[src/verilog/rcod_pkg.sv]
// Constants and types for the clock-output divider and static configuration block.
// Assumes a single 125 MHz reference clock and a 32-bit Avalon-MM register port.
package rcod_pkg;

    // Register byte addresses
    localparam logic [3:0] ADDR_CTRL = 4'h0;
    localparam logic [3:0] ADDR_VALID = 4'h4;
    localparam logic [3:0] ADDR_STRAP = 4'h8;
    localparam logic [3:0] ADDR_STROBE = 4'hC;

    // Control register fields
    localparam int CTRL_TBSEL_LSB = 0;
    localparam logic [1:0] CTRL_TBSEL_RST = 2'h0;

    // Valid-RAM-and-time status register: flag in the top bit of the byte
    localparam int VALID_FLAG_BIT = 7;

    // Strap and activity status register fields
    localparam int STRAP_DIV_BIT = 0;
    localparam int STRAP_TIMING_BIT = 1;
    localparam int STRAP_ACTIVE_BIT = 2;
    localparam int STRAP_TBSEL_LSB = 4;

    // Strobe event counter register fields
    localparam int STROBE_RD_LSB = 0;
    localparam int STROBE_WR_LSB = 8;

    // Synchronised pin vector positions
    localparam int PIN_TB = 0;
    localparam int PIN_DIVSEL = 1;
    localparam int PIN_TIMING = 2;
    localparam int PIN_PSENSE = 3;
    localparam int PIN_DS = 4;
    localparam int PIN_RW = 5;
    localparam int PIN_CS_N = 6;
    localparam int PIN_COUNT = 7;

    // Reference clock and time-base frequencies in Hz
    localparam int CLK_HZ = 125000000;
    localparam int TB_FAST_HZ = 4194304;
    localparam int TB_MID_HZ = 1048576;
    localparam int TB_SLOW_HZ = 32768;

    // Activity timeout is two time-base periods, rounded up to whole clocks
    localparam int TB_FAST_TIMEOUT_CYC = (2 * CLK_HZ + TB_FAST_HZ - 1) / TB_FAST_HZ;
    localparam int TB_MID_TIMEOUT_CYC = (2 * CLK_HZ + TB_MID_HZ - 1) / TB_MID_HZ;
    localparam int TB_SLOW_TIMEOUT_CYC = (2 * CLK_HZ + TB_SLOW_HZ - 1) / TB_SLOW_HZ;
    localparam int TB_CNT_W = 13;

    // Clocks after reset release before the bus-timing strap is captured
    localparam logic [2:0] STRAP_SETTLE_CYC = 3'h5;

    typedef enum logic [1:0] {
        TBSEL_FAST = 2'b00,
        TBSEL_MID = 2'b01,
        TBSEL_SLOW = 2'b10
    } rcod_tbsel_t;

    typedef enum logic {
        BUS_IDLE = 1'b0,
        BUS_ACK = 1'b1
    } rcod_bus_st_t;

endpackage

[src/verilog/rcod_sync.sv]
// Three-stage pin synchroniser with agreement filter and rising-edge pulse.
// Assumes asynchronous inputs; the filtered level only moves when stages two and three agree.
`timescale 1ns/1ps
module rcod_sync #(
    parameter int WIDTH = 1
) (
    input wire logic ref_clk_i,
    input wire logic reset_n_i,
    input wire logic [WIDTH-1:0] pin_i,
    output logic [WIDTH-1:0] level_o,
    output logic [WIDTH-1:0] rise_o
);

    logic [WIDTH-1:0] meta_ff;
    logic [WIDTH-1:0] stage2_ff;
    logic [WIDTH-1:0] stage3_ff;
    logic [WIDTH-1:0] level_ff;
    logic [WIDTH-1:0] rise_ff;
    logic [WIDTH-1:0] agree;
    logic [WIDTH-1:0] nxt_level;

    // The first stage feeds only the second stage
    always_ff @(posedge ref_clk_i or negedge reset_n_i) begin
        if (!reset_n_i) begin
            meta_ff <= '0;
            stage2_ff <= '0;
            stage3_ff <= '0;
        end else begin
            meta_ff <= pin_i;
            stage2_ff <= meta_ff;
            stage3_ff <= stage2_ff;
        end
    end

    assign agree = ~(stage2_ff ^ stage3_ff);
    assign nxt_level = (agree & stage3_ff) | (~agree & level_ff);

    always_ff @(posedge ref_clk_i or negedge reset_n_i) begin
        if (!reset_n_i) begin
            level_ff <= '0;
            rise_ff <= '0;
        end else begin
            level_ff <= nxt_level;
            rise_ff <= nxt_level & ~level_ff;
        end
    end

    assign level_o = level_ff;
    assign rise_o = rise_ff;

endmodule // rcod_sync

[src/verilog/rcod_top.sv]
// Clock-output divider, strap capture, strobe-style decode and valid-RAM-and-time flag.
// Assumes all pins are asynchronous to ref_clk_i and a single Avalon-MM master.
//
// Functional notes
// - Divide select high: clock output follows the time-base input frequency.
// - Divide select low: clock output runs at one quarter of the time base.
// - Software picks one of three time-base frequencies in a control field.
// - Timing select high: strobe-and-level decode; low: separate read/write pulses.
// - Reading the valid status register sets the valid-RAM-and-time flag.
// - Only power-sense low clears the valid flag; reset keeps the status bit but holds the flag pin low.
// - Valid flag is the top status bit; lower seven bits read zero, unwritable.
//
// Our own choices: register access over Avalon-MM and the placing of the registers.
`timescale 1ns/1ps
module rcod_top #(
    parameter int TB_SLOW_TIMEOUT = rcod_pkg::TB_SLOW_TIMEOUT_CYC
) (
    input wire logic ref_clk_i,
    input wire logic reset_n_i,
    input wire logic [3:0] avs_address_i,
    input wire logic avs_read_i,
    input wire logic avs_write_i,
    input wire logic [31:0] avs_writedata_i,
    input wire logic [3:0] avs_byteenable_i,
    output logic [31:0] avs_readdata_o,
    output logic avs_waitrequest_o,
    input wire logic time_base_input_i,
    input wire logic clock_out_divide_select_i,
    input wire logic bus_timing_select_i,
    input wire logic power_sense_input_i,
    input wire logic data_strobe_i,
    input wire logic read_write_i,
    input wire logic chip_select_n_i,
    output logic clock_output_pin_o,
    output logic valid_ram_time_flag_o
);

    logic [rcod_pkg::PIN_COUNT-1:0] pins;
    logic [rcod_pkg::PIN_COUNT-1:0] pin_level;
    logic [rcod_pkg::PIN_COUNT-1:0] pin_rise;
    logic tb_level;
    logic tb_rise;
    logic div_sel;
    logic psense;
    logic ds_level;
    logic rw_level;
    logic cs_active;

    logic [1:0] div_cnt_ff;
    logic clock_out_ff;
    logic [2:0] settle_cnt_ff;
    logic timing_strap_ff;
    logic strap_taken_ff;
    logic ds_prev_ff;
    logic rw_prev_ff;
    logic [7:0] rd_count_ff;
    logic [7:0] wr_count_ff;
    logic [1:0] tbsel_ff;
    logic [rcod_pkg::TB_CNT_W-1:0] tb_idle_cnt_ff;
    logic tb_active_ff;
    logic [rcod_pkg::TB_CNT_W-1:0] tb_timeout;
    logic valid_flag_ff;
    rcod_pkg::rcod_bus_st_t bus_st_ff;
    logic waitreq_ff;
    logic [31:0] rdata_ff;
    logic bus_req;
    logic bus_take;
    logic strobe_rd_evt;
    logic strobe_wr_evt;
    logic valid_read;
    logic power_fail_pin;

    // Power sense crosses inverted: the synchroniser stages reset to zero, so reset and the
    // first clocks after it read as power good and cannot clear the flag on their own.
    assign power_fail_pin = ~power_sense_input_i;
    assign pins = {chip_select_n_i, read_write_i, data_strobe_i, power_fail_pin,
                   bus_timing_select_i, clock_out_divide_select_i, time_base_input_i};

    rcod_sync #(
        .WIDTH(rcod_pkg::PIN_COUNT)
    ) u_sync (
        .ref_clk_i(ref_clk_i),
        .reset_n_i(reset_n_i),
        .pin_i(pins),
        .level_o(pin_level),
        .rise_o(pin_rise)
    );

    assign tb_level = pin_level[rcod_pkg::PIN_TB];
    assign tb_rise = pin_rise[rcod_pkg::PIN_TB];
    assign div_sel = pin_level[rcod_pkg::PIN_DIVSEL];
    assign psense = ~pin_level[rcod_pkg::PIN_PSENSE];
    assign ds_level = pin_level[rcod_pkg::PIN_DS];
    assign rw_level = pin_level[rcod_pkg::PIN_RW];
    assign cs_active = ~pin_level[rcod_pkg::PIN_CS_N];

    // Timeout for the selected time base; an unused encoding is treated as the slowest
    function automatic logic [rcod_pkg::TB_CNT_W-1:0] tb_timeout_for(input logic [1:0] sel);
        case (sel)
            rcod_pkg::TBSEL_FAST: tb_timeout_for = rcod_pkg::TB_CNT_W'(rcod_pkg::TB_FAST_TIMEOUT_CYC);
            rcod_pkg::TBSEL_MID: tb_timeout_for = rcod_pkg::TB_CNT_W'(rcod_pkg::TB_MID_TIMEOUT_CYC);
            default: tb_timeout_for = rcod_pkg::TB_CNT_W'(TB_SLOW_TIMEOUT);
        endcase
    endfunction

    assign tb_timeout = tb_timeout_for(tbsel_ff);

    // Strobe edges, taken from synchronised levels so each edge counts once
    function automatic logic edge_fall(input logic prev, input logic cur);
        edge_fall = prev & ~cur;
    endfunction

    function automatic logic edge_rise(input logic prev, input logic cur);
        edge_rise = ~prev & cur;
    endfunction

    // Register decode shared by the control write and the status read side effect
    function automatic logic reg_hit(input logic [3:0] addr, input logic [3:0] reg_addr);
        reg_hit = (addr == reg_addr);
    endfunction

    // Two-bit counter advances on every time-base rising edge; bit one gives 50% duty
    always_ff @(posedge ref_clk_i or negedge reset_n_i) begin
        if (!reset_n_i) begin
            div_cnt_ff <= 2'h0;
        end else if (tb_rise) begin
            div_cnt_ff <= div_cnt_ff + 2'h1;
        end
    end

    // Select is followed live; a change mid-period may give one short output phase
    always_ff @(posedge ref_clk_i or negedge reset_n_i) begin
        if (!reset_n_i) begin
            clock_out_ff <= 1'b0;
        end else if (div_sel) begin
            clock_out_ff <= tb_level;
        end else begin
            clock_out_ff <= div_cnt_ff[1];
        end
    end

    // The timing strap is taken once after the synchroniser has settled, then frozen
    always_ff @(posedge ref_clk_i or negedge reset_n_i) begin
        if (!reset_n_i) begin
            settle_cnt_ff <= 3'h0;
            strap_taken_ff <= 1'b0;
            timing_strap_ff <= 1'b0;
        end else if (!strap_taken_ff) begin
            if (settle_cnt_ff == rcod_pkg::STRAP_SETTLE_CYC) begin
                strap_taken_ff <= 1'b1;
                timing_strap_ff <= pin_level[rcod_pkg::PIN_TIMING];
            end else begin
                settle_cnt_ff <= settle_cnt_ff + 3'h1;
            end
        end
    end

    always_ff @(posedge ref_clk_i or negedge reset_n_i) begin
        if (!reset_n_i) begin
            ds_prev_ff <= 1'b0;
            rw_prev_ff <= 1'b1;
        end else begin
            ds_prev_ff <= ds_level;
            rw_prev_ff <= rw_level;
        end
    end

    // Strobe-and-level: cycle ends on data strobe fall, direction from the level line.
    // Pulse style: read ends on read-pulse rise, write on write-pulse rise.
    always_comb begin
        strobe_rd_evt = 1'b0;
        strobe_wr_evt = 1'b0;
        if (strap_taken_ff && cs_active) begin
            if (timing_strap_ff) begin
                strobe_rd_evt = edge_fall(ds_prev_ff, ds_level) & rw_level;
                strobe_wr_evt = edge_fall(ds_prev_ff, ds_level) & ~rw_level;
            end else begin
                strobe_rd_evt = edge_rise(ds_prev_ff, ds_level);
                strobe_wr_evt = edge_rise(rw_prev_ff, rw_level);
            end
        end
    end

    always_ff @(posedge ref_clk_i or negedge reset_n_i) begin
        if (!reset_n_i) begin
            rd_count_ff <= 8'h00;
            wr_count_ff <= 8'h00;
        end else begin
            if (strobe_rd_evt) begin
                rd_count_ff <= rd_count_ff + 8'h01;
            end
            if (strobe_wr_evt) begin
                wr_count_ff <= wr_count_ff + 8'h01;
            end
        end
    end

    // Avalon handshake: one wait cycle, then a single cycle with waitrequest low
    assign bus_req = avs_read_i | avs_write_i;
    assign bus_take = bus_req && (bus_st_ff == rcod_pkg::BUS_IDLE);
    assign valid_read = bus_take && avs_read_i && reg_hit(avs_address_i, rcod_pkg::ADDR_VALID);

    always_ff @(posedge ref_clk_i or negedge reset_n_i) begin
        if (!reset_n_i) begin
            bus_st_ff <= rcod_pkg::BUS_IDLE;
            waitreq_ff <= 1'b1;
        end else begin
            case (bus_st_ff)
                rcod_pkg::BUS_IDLE: begin
                    if (bus_req) begin
                        bus_st_ff <= rcod_pkg::BUS_ACK;
                        waitreq_ff <= 1'b0;
                    end
                end
                rcod_pkg::BUS_ACK: begin
                    bus_st_ff <= rcod_pkg::BUS_IDLE;
                    waitreq_ff <= 1'b1;
                end
                default: begin
                    bus_st_ff <= rcod_pkg::BUS_IDLE;
                    waitreq_ff <= 1'b1;
                end
            endcase
        end
    end

    // Time-base selection field; only the low byte lane carries it
    always_ff @(posedge ref_clk_i or negedge reset_n_i) begin
        if (!reset_n_i) begin
            tbsel_ff <= rcod_pkg::CTRL_TBSEL_RST;
        end else if (bus_take && avs_write_i && avs_byteenable_i[0]
                     && reg_hit(avs_address_i, rcod_pkg::ADDR_CTRL)) begin
            tbsel_ff <= avs_writedata_i[rcod_pkg::CTRL_TBSEL_LSB +: 2];
        end
    end

    // Activity monitor scaled by the selected time base
    always_ff @(posedge ref_clk_i or negedge reset_n_i) begin
        if (!reset_n_i) begin
            tb_idle_cnt_ff <= '0;
            tb_active_ff <= 1'b0;
        end else if (tb_rise) begin
            tb_idle_cnt_ff <= '0;
            tb_active_ff <= 1'b1;
        end else if (tb_idle_cnt_ff >= tb_timeout) begin
            tb_active_ff <= 1'b0;
        end else begin
            tb_idle_cnt_ff <= tb_idle_cnt_ff + rcod_pkg::TB_CNT_W'(1);
        end
    end

    // Deliberately no reset: the flag survives reset and only power sense clears it.
    // Power sense low beats a coincident read, so the flag cannot rise while power is bad.
    always_ff @(posedge ref_clk_i) begin
        if (!psense) begin
            valid_flag_ff <= 1'b0;
        end else if (valid_read) begin
            valid_flag_ff <= 1'b1;
        end
    end

    always_ff @(posedge ref_clk_i or negedge reset_n_i) begin
        if (!reset_n_i) begin
            rdata_ff <= 32'h0000_0000;
        end else if (bus_take && avs_read_i) begin
            rdata_ff <= 32'h0000_0000;
            case (avs_address_i)
                rcod_pkg::ADDR_CTRL: begin
                    rdata_ff[rcod_pkg::CTRL_TBSEL_LSB +: 2] <= tbsel_ff;
                end
                rcod_pkg::ADDR_VALID: begin
                    rdata_ff[rcod_pkg::VALID_FLAG_BIT] <= valid_flag_ff;
                end
                rcod_pkg::ADDR_STRAP: begin
                    rdata_ff[rcod_pkg::STRAP_DIV_BIT] <= div_sel;
                    rdata_ff[rcod_pkg::STRAP_TIMING_BIT] <= timing_strap_ff;
                    rdata_ff[rcod_pkg::STRAP_ACTIVE_BIT] <= tb_active_ff;
                    rdata_ff[rcod_pkg::STRAP_TBSEL_LSB +: 2] <= tbsel_ff;
                end
                rcod_pkg::ADDR_STROBE: begin
                    rdata_ff[rcod_pkg::STROBE_RD_LSB +: 8] <= rd_count_ff;
                    rdata_ff[rcod_pkg::STROBE_WR_LSB +: 8] <= wr_count_ff;
                end
                default: begin
                    rdata_ff <= 32'h0000_0000;
                end
            endcase
        end
    end

    // Flag output is registered once more so it is driven from reset onward
    logic valid_out_ff;
    always_ff @(posedge ref_clk_i or negedge reset_n_i) begin
        if (!reset_n_i) begin
            valid_out_ff <= 1'b0;
        end else begin
            valid_out_ff <= valid_flag_ff & psense;
        end
    end

    assign avs_readdata_o = rdata_ff;
    assign avs_waitrequest_o = waitreq_ff;
    assign clock_output_pin_o = clock_out_ff;
    assign valid_ram_time_flag_o = valid_out_ff;

endmodule // rcod_top

[config.mk]
export PLATFORM = sky130hd
export DESIGN_NAME = rcod_top
export DESIGN_NICKNAME = d
export VERILOG_FILES = /design/src/verilog/rcod_pkg.sv /design/src/verilog/rcod_sync.sv /design/src/verilog/rcod_top.sv
export SDC_FILE = /design/constraint.sdc
export NUM_CORES = 1
export LEC_CHECK = 0
export BUFFER_PORTS_ARGS = -buffer_cell sky130_fd_sc_hd__buf_2
export CORE_UTILIZATION = 40
export DETAILED_ROUTE_END_ITERATION = 8
export GPL_TIMING_DRIVEN = 0
export SLEW_MARGIN = 10
export SYNTH_ARGS = -nofsm -noshare
export SYNTH_HDL_FRONTEND = slang
export SYNTH_SLANG_ARGS = --single-unit
[constraint.sdc]
create_clock -name ref_clk_i -period 3.1 [get_ports ref_clk_i]
set_input_delay 0.465 -clock ref_clk_i [delete_from_list [all_inputs] [get_ports ref_clk_i]]
set_output_delay 0.465 -clock ref_clk_i [all_outputs]
set_load 0.01 [all_outputs]
Word level (Yosys, flattened, before mapping)
Index checks and enable logic that the tools add are counted.
- bits of input ports: 51
- word-level logic and storage cells: 95
- output and inout port bits: 35
- flip-flop bits (word level): 91
- $add $sub $neg: 5
- muxes and demuxes: 23
- magnitude comparators: 1
- reduce and logical (&&, ||, !) cells: 12
- bitwise gates (word level): 25
- eq/ne operators: 7
- operators by type and width (cell ; number):
    2-to-1 mux 13 bit ; 2
    case mux 13 bit (2 select lines) ; 1
    adder 8 x 1 -> 8 bit, second input constant ; 2
    bitwise AND 7 bit ; 2
    inverter 7 bit ; 2
    adder 13 x 1 -> 13 bit, second input constant ; 1
    greater-or-equal comparator 13 bit ; 1
    2-to-1 mux 1 bit ; 13
    inverter 1 bit ; 11
    equality test 4 bit, second input constant ; 2
    2-to-1 mux 8 bit ; 1
    case mux 1 bit (2 select lines) ; 4
    bitwise AND 1 bit ; 7
    logical AND 1 bit ; 7
    bitwise OR 7 bit ; 1
    XOR 7 bit ; 1
    case mux 2 bit (3 select lines) ; 1
    equality test 4 x 3 -> 1 bit, second input constant ; 1
    logical NOT 4 bit ; 1
    case mux 2 bit (2 select lines) ; 1
    AND reduction 2 bit ; 2
    adder 3 x 1 -> 3 bit, second input constant ; 1
    equality test 3 bit, second input constant ; 1
    adder 2 x 1 -> 2 bit, second input constant ; 1
    other kinds (6) ; 6

Depth between registers and ports, before layout
Gate-level depths: netlist (run 1).
- depth in word-level cells: 6
- gate-level depth with buffers: 9
- depth with buffers taken out: 8

Cells and area by module
A second synthesis (run 1) with hierarchy kept.
- cell total of the unflattened synthesis: 335
- area, all modules: 4152.7 µm²
- by module, submodules not included (module ; area each (µm²) ; times used ; seq. area each (µm²) ; cells each):
    rcod_top ; 3128.0 ; 1 ; 1549.0 ; 286
    rcod_sync ; 1024.7 ; 1 ; 875.8 ; 49

Worst setup path before layout (run 1)
OpenSTA, ideal clock, no wires.
- path type: reg-to-reg
- from: register tbsel_ff[1]
- to: register tb_idle_cnt_ff[8] (netlist bit)
- stages on the path, launching flop included: 9
- setup slack: 0.591 ns
- buffers on the path: 1
- arrival time: 2.384 ns
- path through: dfrtp_1 or2_2 inv_1 ha_1 a211o_1 a311o_2 buf_6 nor4_4 mux2_2
- longest elaborated chain between the ends: 4
- elaborated cells on any way between the ends: 5
- ends and longest elaborated chain (item ; line ; source):
    start: declaration ; rcod_top.sv:58 ; logic [1:0] tbsel_ff;
    start signal: assignment ; rcod_top.sv:230 ; tbsel_ff <= rcod_pkg::CTRL_TBSEL_RST;
    start signal: assignment ; rcod_top.sv:233 ; tbsel_ff <= avs_writedata_i[rcod_pkg::CTRL_TBSEL_LSB +: 2];
    equality test 2 x 1 -> 1 bit or logical NOT 2 bit (tied branches) ; rcod_top.sv:99 ; case (sel)
    case mux 13 bit (2 select lines) (*) ; rcod_top.sv:99 ;
    greater-or-equal comparator 13 bit (*) ; rcod_top.sv:245 ; end else if (tb_idle_cnt_ff >= tb_timeout) begin
    != test 2 x 1 -> 1 bit (no line) (*) ; - ;
    end signal: assignment ; rcod_top.sv:248 ; tb_idle_cnt_ff <= tb_idle_cnt_ff + rcod_pkg::TB_CNT_W'(1);
    end: declaration ; rcod_top.sv:59 ; logic [rcod_pkg::TB_CNT_W-1:0] tb_idle_cnt_ff;
Every way passes the cells marked *; elsewhere a longest branch is shown, timed or not.
A chain may end at the register's enable or synchronous reset.

Final worst setup path (run 1)
- from: register tbsel_ff[1]
- to: register tb_idle_cnt_ff[0] (netlist bit)
Same word-level chain as after synthesis.

==> results.py, run 1 <==
metrics = {
    "cts": {
        "post_cts_resized": 0,
        "ctsHoldBuffers": 0,
        "cts_max_level": 3,
        "cts.repair_timing.setup_buffer_count": 0,
        "cts_tree": "done",
        "clock-root-buffer": "sky130_fd_sc_hd__clkbuf_8",
        "cts_max_path_buffers": 2,
        "numCtsBuffers": 9,
        "worst_skew_pair.late_latency_ns": 0.36,
        "clkSinkCount": 91,
        "cts.reportedPaths.clkPinSlew_ns": 0.11,
    },
    "detailed_routing": {
        "drc_markers": 0,
        "ant_nets": 0,
        "wirelength_mm": 7.22,
        "drt_first_iter_violations": 102,
        "detail_routed_net_length_per_standard_cell_microns": 13.8,
        "route.detailed.vias_per_inst": 4.82,
        "firstDrtPassIters": 4,
        "routed-via-count": 2528,
    },
    "placement": {
        "io_buffer_count": 36,
        "gp_congestion": 0.823,
        "dp.final_hpwl_mm": 5.05,
    },
    "cells_and_area": {
        "layout.cells.most_common_list": "88 x sky130_fd_sc_hd__dfrtp_1, 36 x sky130_fd_sc_hd__buf_2, 27 x sky130_fd_sc_hd__nor2_1",
        "final_net_count": 456,
        "multi_input_comb_area_sq_um": 1530,
        "fin_util_pct": 48.6,
        "regArea_sq_um": 2270,
        "diodes": 0,
        "areaGrowthSynthToFinish_pct": 15.9,
        "layout.cells.most_common": "sky130_fd_sc_hd__dfrtp_1",
        "layout-drive-gt1-share_pct": 24.6,
        "fillCellCount": 869,
    },
    "logic_synthesis": {
        "avgSynthCellArea_sq_um": 12.1,
        "synth_area_sq_um": 3950,
        "synth_async_sr_flop_share_pct": 98.9,
        "ys_seq_elements": 91,
        "ys_seq_area_share_pct": 57.6,
        "synth_cells": 327,
        "post-synth-top-area-fraction_pct": 55.8,
        "synth_flop_cell": "sky130_fd_sc_hd__dfrtp_1",
        "ys.warnings.count": 0,
        "number_of_enable_flip_flop_cells_after_synthesis": 0,
        "synth_top_cell_by_area": "sky130_fd_sc_hd__dfrtp_1",
        "synth_area_leaders": "sky130_fd_sc_hd__dfrtp_1 56%, sky130_fd_sc_hd__ha_1 4.8%, sky130_fd_sc_hd__mux2_2 4.6%, sky130_fd_sc_hd__buf_4 3.0%, sky130_fd_sc_hd__xnor2_1 2.7%",
        "yosys.cell_types.count": 49,
    },
    "floorplanning": {
        "floorplan.rows": 35,
        "fp.dieW_microns": 101,
        "die_h_microns": 101,
        "dieArea_sq_um": 10300,
        "floorplan.core_area_sq_um": 9420,
        "initial_core_utilization_pct": 41.9,
        "io_pins": 86,
    },
    "grt": {
        "first_pass_grt_wire_length_mm": 12.2,
        "grt_util_all_layers_pct": 15.8,
        "antenna_found_initial": 0,
        "grt.met2_usage_pct": 24.6,
        "grt_remaining_overflow": 0,
        "most_used_routing_layer_in_global_routing": "met2",
        "number_of_global_route_vias_before_repair": 2458,
        "maximum_number_of_pins_on_one_net_before_global_route_repair": 54,
        "grt.met1_usage_pct": 20.8,
        "grt_util_met3_pct": 4.90,
    },
    "pwr": {
        "vdd_drop_max_v": 0.000360,
        "pwr_density_cell_nw_per_um2": 585,
        "leakage_nw": 2.19,
    },
    "sta": {
        "fin_worst_skew_ns": 0.0121,
        "drv_slew": 0,
        "rsz0062_at_grt": "false",
        "final_report_setup_violation_count": 0,
        "fmaxAchievable_mhz": 357,
        "final.min_clock_period_ns": 2.80,
        "hold_viol": 0,
        "max_slew.worst_pin.slew_ns": 0.554,
        "timing.final.crit_share_pct": 90.3,
        "setup_tns_ns": 0,
        "relSlewSlack_pct": 63.1,
    },
    "flow_run": {
        "max-cap-violations": 0,
    },
    "worst_setup_path": {
        "path_buf_inv": 2,
        "crit_path_start_kind": "flop",
        "timing.critical_path.fanout_max": 10,
        "critPathMaxStageDelay_ns": 0.47,
        "cp_capture_type": "flop",
        "cp_data_arrival_time_ns": 3.05,
        "timing_worst_setup_path_type": "reg -> reg",
        "timing.critical_path.slowest_stage_cell": "sky130_fd_sc_hd__dfrtp_1",
        "worst-endpoint-required_ns": 3.35,
        "crit_path_cell_trace": "or2_2 > inv_1 > ha_1 > a211o_1 > a311o_2 > buf_6 > nor2_1 > mux2_2",
        "worst_path_dominant_cell_family": "compound AO/OA/AOI/OAI gates",
    },
    "outcome": {
        "outcome": "finished clean",
    },
    "min_path": {
        "worstHoldPathType": "in -> async",
    },
}
[Yosys cell counts (all sizes together) (3+ instances only)]
cell,number
nor3,6
inv,12
nand2b,7
nand2,18
nor2,27
a222oi,3
xnor2,12
a22o,10
clkbuf,6
nand3,8
ha,15
nor2b,9
mux2,16
nor4,5
o21ai,5
dfrtp,88
and4,3
buf,18
xor2,6
a21oi,8
maj3,7
nand4,7
[state kept, by name (all words and copies together), names as in the netlist, named ones only]
| register | cells |
|---|---|
| settle_cnt_ff | 3 |
| clock_output_pin_o | 1 |
| tb_idle_cnt_ff | 13 |
| tb_active_ff | 1 |
| strap_taken_ff | 1 |
| u_sync.stage2_ff | 7 |
| wr_count_ff | 8 |
| valid_flag_ff | 1 |
| div_cnt_ff | 2 |
| avs_readdata_o | 16 |
| u_sync.level_o | 1 |
| u_sync.meta_ff | 7 |
| ds_prev_ff | 1 |
| tbsel_ff | 2 |
| valid_ram_time_flag_o | 1 |
| u_sync.stage3_ff | 7 |
| rw_prev_ff | 1 |
| bus_st_ff | 1 |
| rd_count_ff | 8 |
| avs_waitrequest_o | 1 |
| timing_strap_ff | 1 |
| u_sync.rise_o | 1 |
[metal layers]
layer	up-vias	wire, microns	part of all wire [%]
li1	1241	-	-
met1	1233	3370	47
met2	43	3420	47
met3	11	335	4.6
met4	0	90	1.2
met5	-	0	0
[final cells by class]
cell class	count	share of cell area, %
clock buffers	9	2.71
inverters	12	0.984
well taps	129	3.53
clock inverters	7	1.67
multi-input cells	215	33.3
flip-flops and latches	91	49.7
plain buffers	24	3.47
repair buffers	37	4.59
[stage by stage]
stage / setup WS (ns) / hold slack, ns / total power [W] / std cells / area (sq um)
5_1_grt: 0.161 / 0.101 / 0.00285 / 524 / 4580
4_1_cts: 0.312 / 0.0798 / 0.00272 / 524 / 4580
6_report: 0.301 / 0.0772 / 0.00268 / 524 / 4580
3_5_place_dp: 0.333 / 0.335 / 0.00191 / 508 / 4380
2_1_floorplan: 0.591 / 0.169 / 0.00176 / 342 / 4000
3_3_place_gp: 0.344 / 0.336 / 0.00189 / 507 / 4350
[final timing paths]
path / to / slack [ns] / depth (start not counted) / start
min reg2reg: u_sync.stage2_ff[3]$_DFF_PN0_ / 0.35 / 0 / u_sync.meta_ff[3]$_DFF_PN0_
min in group ref_clk_i: u_sync.meta_ff[5]$_DFF_PN0_ / 0.19 / 1 / read_write_i
min: u_sync.stage2_ff[4]$_DFF_PN0_ / 0.08 / 1 / reset_n_i
max in group asynchronous: rw_prev_ff$_DFF_PN1_ / 2.35 / 2 / reset_n_i
max reg2reg: tb_idle_cnt_ff[0]$_DFFE_PN0P_ / 0.30 / 8 / tbsel_ff[1]$_DFFE_PN0P_
max: tb_idle_cnt_ff[0]$_DFFE_PN0P_ / 0.30 / 8 / tbsel_ff[1]$_DFFE_PN0P_
[report_power, final]
part | leakage [nW] | internal, W | switching [W] | total [W]
Sequential | 1.14 | 0.00133 | 0.000158 | 0.00149
Combinational | 0.945 | 0.000209 | 0.000194 | 0.000403
Clock | 0.103 | 0.000321 | 0.000469 | 0.000790
[logic make-up after synthesis]
logic type,synth area share (%)
other,0.0950
and+or+nand+nor,14.5
buffers and inverters,5.17
xor gates and xnor gates,3.99
adders and majority gates,6.53
muxes,5.07
AOI/OAI and AO/OA,6.97
DFF,57.6
Power figures use the tool's default switching activity.
==> run 2: changes to the inputs <==
--- a/config.mk
+++ b/config.mk
@@ -8,7 +8,6 @@
 export BUFFER_PORTS_ARGS = -buffer_cell sky130_fd_sc_hd__buf_2
 export CORE_UTILIZATION = 40
 export DETAILED_ROUTE_END_ITERATION = 8
-export GPL_TIMING_DRIVEN = 0
 export SLEW_MARGIN = 10
 export SYNTH_ARGS = -nofsm -noshare
 export SYNTH_HDL_FRONTEND = slang
==> constraint.sdc (replaced) <==
create_clock -name ref_clk_i -period 3.09 [get_ports ref_clk_i]
set_input_delay 0.4635 -clock ref_clk_i [delete_from_list [all_inputs] [get_ports ref_clk_i]]
set_output_delay 0.4635 -clock ref_clk_i [all_outputs]
set_load 0.01 [all_outputs]
==> results.py, run 2 (synthesis results as in run 1) <==
metrics = {
    "cts": {
        "worst_skew_pair.late_latency_ns": 0.36,
        "cts_max_path_buffers": 2,
        "cts_tree": "done",
        "cts.repair_timing.setup_buffer_count": 0,
        "ctsHoldBuffers": 0,
        "cts.reportedPaths.clkPinSlew_ns": 0.10,
        "post_cts_resized": 0,
        "clock-root-buffer": "sky130_fd_sc_hd__clkbuf_8",
        "numCtsBuffers": 9,
        "clkSinkCount": 91,
        "cts_max_level": 3,
    },
    "placement": {
        "placed_cell_area_sq_um": 4230,
        "gp_congestion": 0.771,
        "dp.final_hpwl_mm": 4.73,
        "io_buffer_count": 36,
    },
    "pwr": {
        "pwr_density_cell_nw_per_um2": 597,
        "leakage_nw": 2.08,
        "vdd_drop_max_v": 0.000341,
    },
    "grt": {
        "grt_util_all_layers_pct": 15.3,
        "antenna_found_initial": 0,
        "grt_remaining_overflow": 0,
        "maximum_number_of_pins_on_one_net_before_global_route_repair": 61,
        "first_pass_grt_wire_length_mm": 11.8,
        "number_of_global_route_vias_before_repair": 2343,
    },
    "worst_setup_path": {
        "r2r_end": "tb_idle_cnt_ff[7]$_DFFE_PN0P_",
        "worst_r2r_path_depth": 7,
        "crit_path_cell_trace": "or2_2 > inv_1 > ha_1 > a211o_1 > a311o_2 > nor4b_1 > mux2_2",
        "timing.critical_path.fanout_max": 16,
        "cp_capture_type": "flop",
        "timing.critical_path.slowest_stage_cell": "sky130_fd_sc_hd__a311o_2",
        "cp_data_arrival_time_ns": 3.02,
        "reg2reg_from": "tbsel_ff[0]$_DFFE_PN0P_",
        "worst-endpoint-required_ns": 3.34,
        "critPathMaxStageDelay_ns": 0.53,
        "rrSetupSlack_ns": 0.32,
        "timing_worst_setup_path_type": "reg -> reg",
        "crit_path_start_kind": "flop",
    },
    "cells_and_area": {
        "final_area_sq_um": 4410,
        "layout.cells.most_common_list": "88 x sky130_fd_sc_hd__dfrtp_1, 35 x sky130_fd_sc_hd__buf_2, 27 x sky130_fd_sc_hd__nor2_1",
        "final_net_count": 436,
        "layout-drive-gt1-share_pct": 21.9,
        "diodes": 0,
        "layout.cells.most_common": "sky130_fd_sc_hd__dfrtp_1",
        "areaGrowthSynthToFinish_pct": 11.7,
        "largest_register_ffs": 16,
    },
    "floorplanning": {
        "io_pins": 86,
        "floorplan.core_area_sq_um": 9420,
        "dieArea_sq_um": 10300,
        "fp.dieW_microns": 101,
        "initial_core_utilization_pct": 41.9,
        "die_h_microns": 101,
        "floorplan.rows": 35,
    },
    "detailed_routing": {
        "ant_nets": 0,
        "drt_first_iter_violations": 101,
        "drc_markers": 0,
        "detail_routed_net_length_per_standard_cell_microns": 13.7,
        "wirelength_mm": 6.89,
        "routed-via-count": 2484,
        "route.detailed.vias_per_inst": 4.93,
        "firstDrtPassIters": 5,
    },
    "sta": {
        "hold_viol": 0,
        "relSlewSlack_pct": 47.5,
        "fin_worst_skew_ns": 0.00999,
        "max_slew.worst_pin.slew_ns": 0.785,
        "setup_tns_ns": 0,
        "final.min_clock_period_ns": 2.77,
        "rsz0062_at_grt": "false",
        "fmaxAchievable_mhz": 361,
        "timing.final.crit_share_pct": 89.7,
        "final_report_setup_violation_count": 0,
        "drv_slew": 0,
    },
    "min_path": {
        "worstHoldPathType": "in -> async",
    },
    "outcome": {
        "outcome": "finished clean",
    },
    "flow_run": {
        "max-cap-violations": 0,
    },
}
==> run 2: cell count changes in the layout (fill, tap and decap cells not counted) <==
cell	before	now
sky130_fd_sc_hd__clkinv_8	1	0
sky130_fd_sc_hd__inv_8	3	1
sky130_fd_sc_hd__buf_2	36	35
sky130_fd_sc_hd__buf_16	1	0
sky130_fd_sc_hd__buf_4	17	6
sky130_fd_sc_hd__clkinvlp_4	0	1
sky130_fd_sc_hd__clkbuf_1	6	1
sky130_fd_sc_hd__buf_6	1	0
sky130_fd_sc_hd__inv_6	1	4
sky130_fd_sc_hd__clkinv_4	2	0
==> run 2: critical path: cells and delay by family (launching register included) <==
kind            cells  cell delay (ns)
fa+ha+maj           1             0.24
compound gates      2             0.79
mux                 1             0.37
flops               1             0.45
buf+inv             1             0.11
simple gates        2             0.69
==> run 2: worst max-delay path by stage <==
stage                                       start                       endpoint  cells after the start
after floorplan           tbsel_ff[1]$_DFFE_PN0P_  tb_idle_cnt_ff[8]$_DFFE_PN0P_                      8
after global placement    tbsel_ff[0]$_DFFE_PN0P_  tb_idle_cnt_ff[7]$_DFFE_PN0P_                      7
after detailed placement  tbsel_ff[0]$_DFFE_PN0P_  tb_idle_cnt_ff[7]$_DFFE_PN0P_                      7
after CTS                 tbsel_ff[0]$_DFFE_PN0P_  tb_idle_cnt_ff[7]$_DFFE_PN0P_                      7
after global routing      tbsel_ff[0]$_DFFE_PN0P_  tb_idle_cnt_ff[7]$_DFFE_PN0P_                      7
final                     tbsel_ff[0]$_DFFE_PN0P_  tb_idle_cnt_ff[7]$_DFFE_PN0P_                      7
==> run 2: cell type report <==
| type | count | area, sq um |
|---|---|---|
| clock buffer | 10 | 128 |
| clock inverter | 6 | 53.8 |
| fill | 882 | 5010 |
| inverter | 12 | 45.0 |
| multi-input combinational | 215 | 1530 |
| sequential | 91 | 2270 |
| tap | 129 | 161 |
| timing repair buffer | 41 | 220 |
==> run 2: layer usage <==
layer / global-route usage, % / part of all wire, %
met5: 0 / 0
met4: 5.91 / 1.1
met3: 4.49 / 4.3
met2: 23.5 / 47
met1: 20.5 / 47
==> run 2: where the power goes <==
group          total, W  leakage, nW  switching [W]  internal (W)
Combinational  0.000386        0.851       0.000189      0.000197
Clock          0.000756       0.0902       0.000446      0.000310
Sequential      0.00149         1.14       0.000156       0.00133
==> run 2: stage by stage <==
step	cells	power (W)	worst slack (ns)	utilization [%]	hold slack, ns
global route	504	0.00279	0.203	46.8	0.176
finish	504	0.00263	0.318	46.8	0.172
CTS	504	0.00267	0.323	46.8	0.183
detailed placement	488	0.00190	0.336	44.9	0.335
global placement	488	0.00188	0.378	44.9	0.332
floorplan	342	0.00177	0.581	-	0.168
==> run 3: changes to the inputs <==
==> constraint.sdc (replaced) <==
create_clock -name ref_clk_i -period 3.44 [get_ports ref_clk_i]
set_input_delay 0.516 -clock ref_clk_i [delete_from_list [all_inputs] [get_ports ref_clk_i]]
set_output_delay 0.516 -clock ref_clk_i [all_outputs]
set_load 0.01 [all_outputs]
==> results.py, run 3 (synthesis results as in run 1) <==
metrics = {
    "outcome": {
        "outcome": "finished clean",
    },
    "sta": {
        "max_slew.worst_pin.slew_ns": 0.789,
        "relSlewSlack_pct": 47.2,
        "fmaxAchievable_mhz": 350,
        "final.min_clock_period_ns": 2.85,
        "final_report_setup_violation_count": 0,
        "rsz0062_at_grt": "false",
        "setup_tns_ns": 0,
        "fin_worst_skew_ns": 0.00859,
        "drv_slew": 0,
        "hold_viol": 0,
        "hold-worst-slack_ns": 0.207,
        "timing.final.crit_share_pct": 83.0,
    },
    "flow_run": {
        "max-cap-violations": 0,
    },
    "pwr": {
        "comb_power_share_pct": 14.0,
        "seq_power_share_pct": 55.9,
        "cellInternalPower_w": 0.00171,
        "power.switching_w": 0.000686,
        "pwr_density_cell_nw_per_um2": 544,
        "leakage_nw": 2.08,
        "vdd_drop_max_v": 0.000260,
        "swShare_pct": 28.6,
        "power_frac_clock_pct": 30.1,
    },
    "cts": {
        "post_cts_resized": 0,
        "cts_max_level": 3,
        "cts.reportedPaths.clkPinSlew_ns": 0.09,
        "numCtsBuffers": 9,
        "worst_skew_pair.late_latency_ns": 0.35,
        "cts_tree": "done",
        "cts.repair_timing.setup_buffer_count": 0,
        "ctsHoldBuffers": 0,
        "clkSinkCount": 91,
        "cts_max_path_buffers": 2,
        "clock-root-buffer": "sky130_fd_sc_hd__clkbuf_8",
    },
    "worst_setup_path": {
        "timing.critical_path.fanout_max": 16,
        "worst_r2r_path_depth": 7,
        "cp_capture_type": "flop",
        "r2r_end": "tb_idle_cnt_ff[7]$_DFFE_PN0P_",
        "setup.worst_path.end": "tb_idle_cnt_ff[7]$_DFFE_PN0P_",
        "crit_path_start_kind": "flop",
        "reg2reg_from": "tbsel_ff[1]$_DFFE_PN0P_",
        "crit_start": "tbsel_ff[1]$_DFFE_PN0P_",
        "timing_worst_setup_path_type": "reg -> reg",
        "worst-endpoint-required_ns": 3.67,
        "rrSetupSlack_ns": 0.59,
        "cp_data_arrival_time_ns": 3.09,
    },
    "cells_and_area": {
        "largest_register_ffs": 16,
        "layout.cells.most_common_list": "88 x sky130_fd_sc_hd__dfrtp_1, 35 x sky130_fd_sc_hd__buf_2, 27 x sky130_fd_sc_hd__nor2_1",
        "layout.cells.most_common": "sky130_fd_sc_hd__dfrtp_1",
        "diodes": 0,
        "layout-drive-gt1-share_pct": 21.4,
        "regArea_sq_um": 2270,
        "multi_input_comb_area_sq_um": 1530,
        "fillCellCount": 865,
        "final_net_count": 434,
        "areaGrowthSynthToFinish_pct": 11.8,
    },
    "placement": {
        "io_buffer_count": 36,
        "gp_congestion": 0.764,
        "dp.final_hpwl_mm": 4.70,
    },
    "detailed_routing": {
        "wirelength_mm": 6.78,
        "firstDrtPassIters": 4,
        "drc_markers": 0,
        "routed-via-count": 2477,
        "ant_nets": 0,
        "detail_routed_net_length_per_standard_cell_microns": 13.5,
        "route.detailed.vias_per_inst": 4.93,
        "drt_first_iter_violations": 101,
    },
    "floorplanning": {
        "fp.dieW_microns": 101,
        "dieArea_sq_um": 10300,
        "initial_core_utilization_pct": 41.9,
        "io_pins": 86,
        "floorplan.rows": 35,
        "floorplan.core_area_sq_um": 9420,
        "die_h_microns": 101,
    },
    "grt": {
        "first_pass_grt_wire_length_mm": 11.8,
        "antenna_found_initial": 0,
        "grt_remaining_overflow": 0,
        "maximum_number_of_pins_on_one_net_before_global_route_repair": 56,
        "number_of_global_route_vias_before_repair": 2474,
        "grt_util_all_layers_pct": 15.0,
    },
    "min_path": {
        "worstHoldPathType": "in -> async",
    },
}
run 3: cell types whose count changed in the layout (fill, tap and decap cells not counted), sizes merged:
| cell | previous run | this run |
|---|---|---|
| buf | 41 | 39 |
| inv | 17 | 14 |
| bufinv | 0 | 1 |
| clkinv | 0 | 2 |
run 3: cell type report:
class / instances / share of cell area (%)
Sequential cell: 91 / 51.6
Tap cell: 129 / 3.66
Clock inverter: 6 / 1.64
Multi-Input combinational cell: 215 / 34.6
Clock buffer: 10 / 2.89
Inverter: 12 / 1.02
Timing Repair Buffer: 39 / 4.65
run 3: metal layers:
| layer | up-vias | GRT usage [%] | share of wire [%] |
|---|---|---|---|
| met5 | - | 0 | 0 |
| met4 | 0 | 5.69 | 1.2 |
| met3 | 10 | 4.55 | 4.9 |
| met2 | 48 | 23.7 | 48 |
| met1 | 1224 | 19.4 | 46 |
| li1 | 1195 | - | - |
run 3: power by group through the flow:
stage | combinational [W] | sequential [W] | clock [W]
floorplan | 0.000262 | 0.00132 | 0
global placement | 0.000327 | 0.00136 | 0
detailed placement | 0.000341 | 0.00136 | 0
CTS | 0.000342 | 0.00134 | 0.000746
global route | 0.000389 | 0.00137 | 0.000790
finish | 0.000335 | 0.00134 | 0.000722
run 3: worst max-delay path: stages, from the launching register on:
cell,delay (ns)
sky130_fd_sc_hd__dfrtp_1,0.48
sky130_fd_sc_hd__or2_2,0.36
sky130_fd_sc_hd__inv_1,0.11
sky130_fd_sc_hd__ha_1,0.24
sky130_fd_sc_hd__a211o_1,0.25
sky130_fd_sc_hd__a311o_2,0.52
sky130_fd_sc_hd__nor4b_1,0.40
sky130_fd_sc_hd__mux2_2,0.38
run 3: how the worst min path moves through the flow:
stage | start | to | slack, ns | cells past startpoint
after floorplan | reset_n_i | asynchronous set/reset pin | 0.22 | 0
after global placement | u_sync.meta_ff[3]$_DFF_PN0_ | u_sync.stage2_ff[3]$_DFF_PN0_ | 0.33 | 0
after detailed placement | u_sync.meta_ff[1]$_DFF_PN0_ | u_sync.stage2_ff[1]$_DFF_PN0_ | 0.34 | 0
after CTS | reset_n_i | tb_idle_cnt_ff[11]$_DFFE_PN0P_ | 0.23 | 1
after global routing | read_write_i | u_sync.meta_ff[5]$_DFF_PN0_ | 0.23 | 1
final | reset_n_i | tb_idle_cnt_ff[11]$_DFFE_PN0P_ | 0.21 | 1
run 3: metrics by stage:
step           instances  util, %  total power [W]  area [sq um]  worst slack, ns
4_1_cts              502     46.9          0.00243          4410            0.640
3_3_place_gp         486     44.7          0.00169          4210            0.636
6_report             502     46.9          0.00240          4410            0.586
3_5_place_dp         486     44.7          0.00170          4210            0.641
2_1_floorplan        342        -          0.00159          4000            0.931
5_1_grt              502     46.9          0.00255          4410            0.498
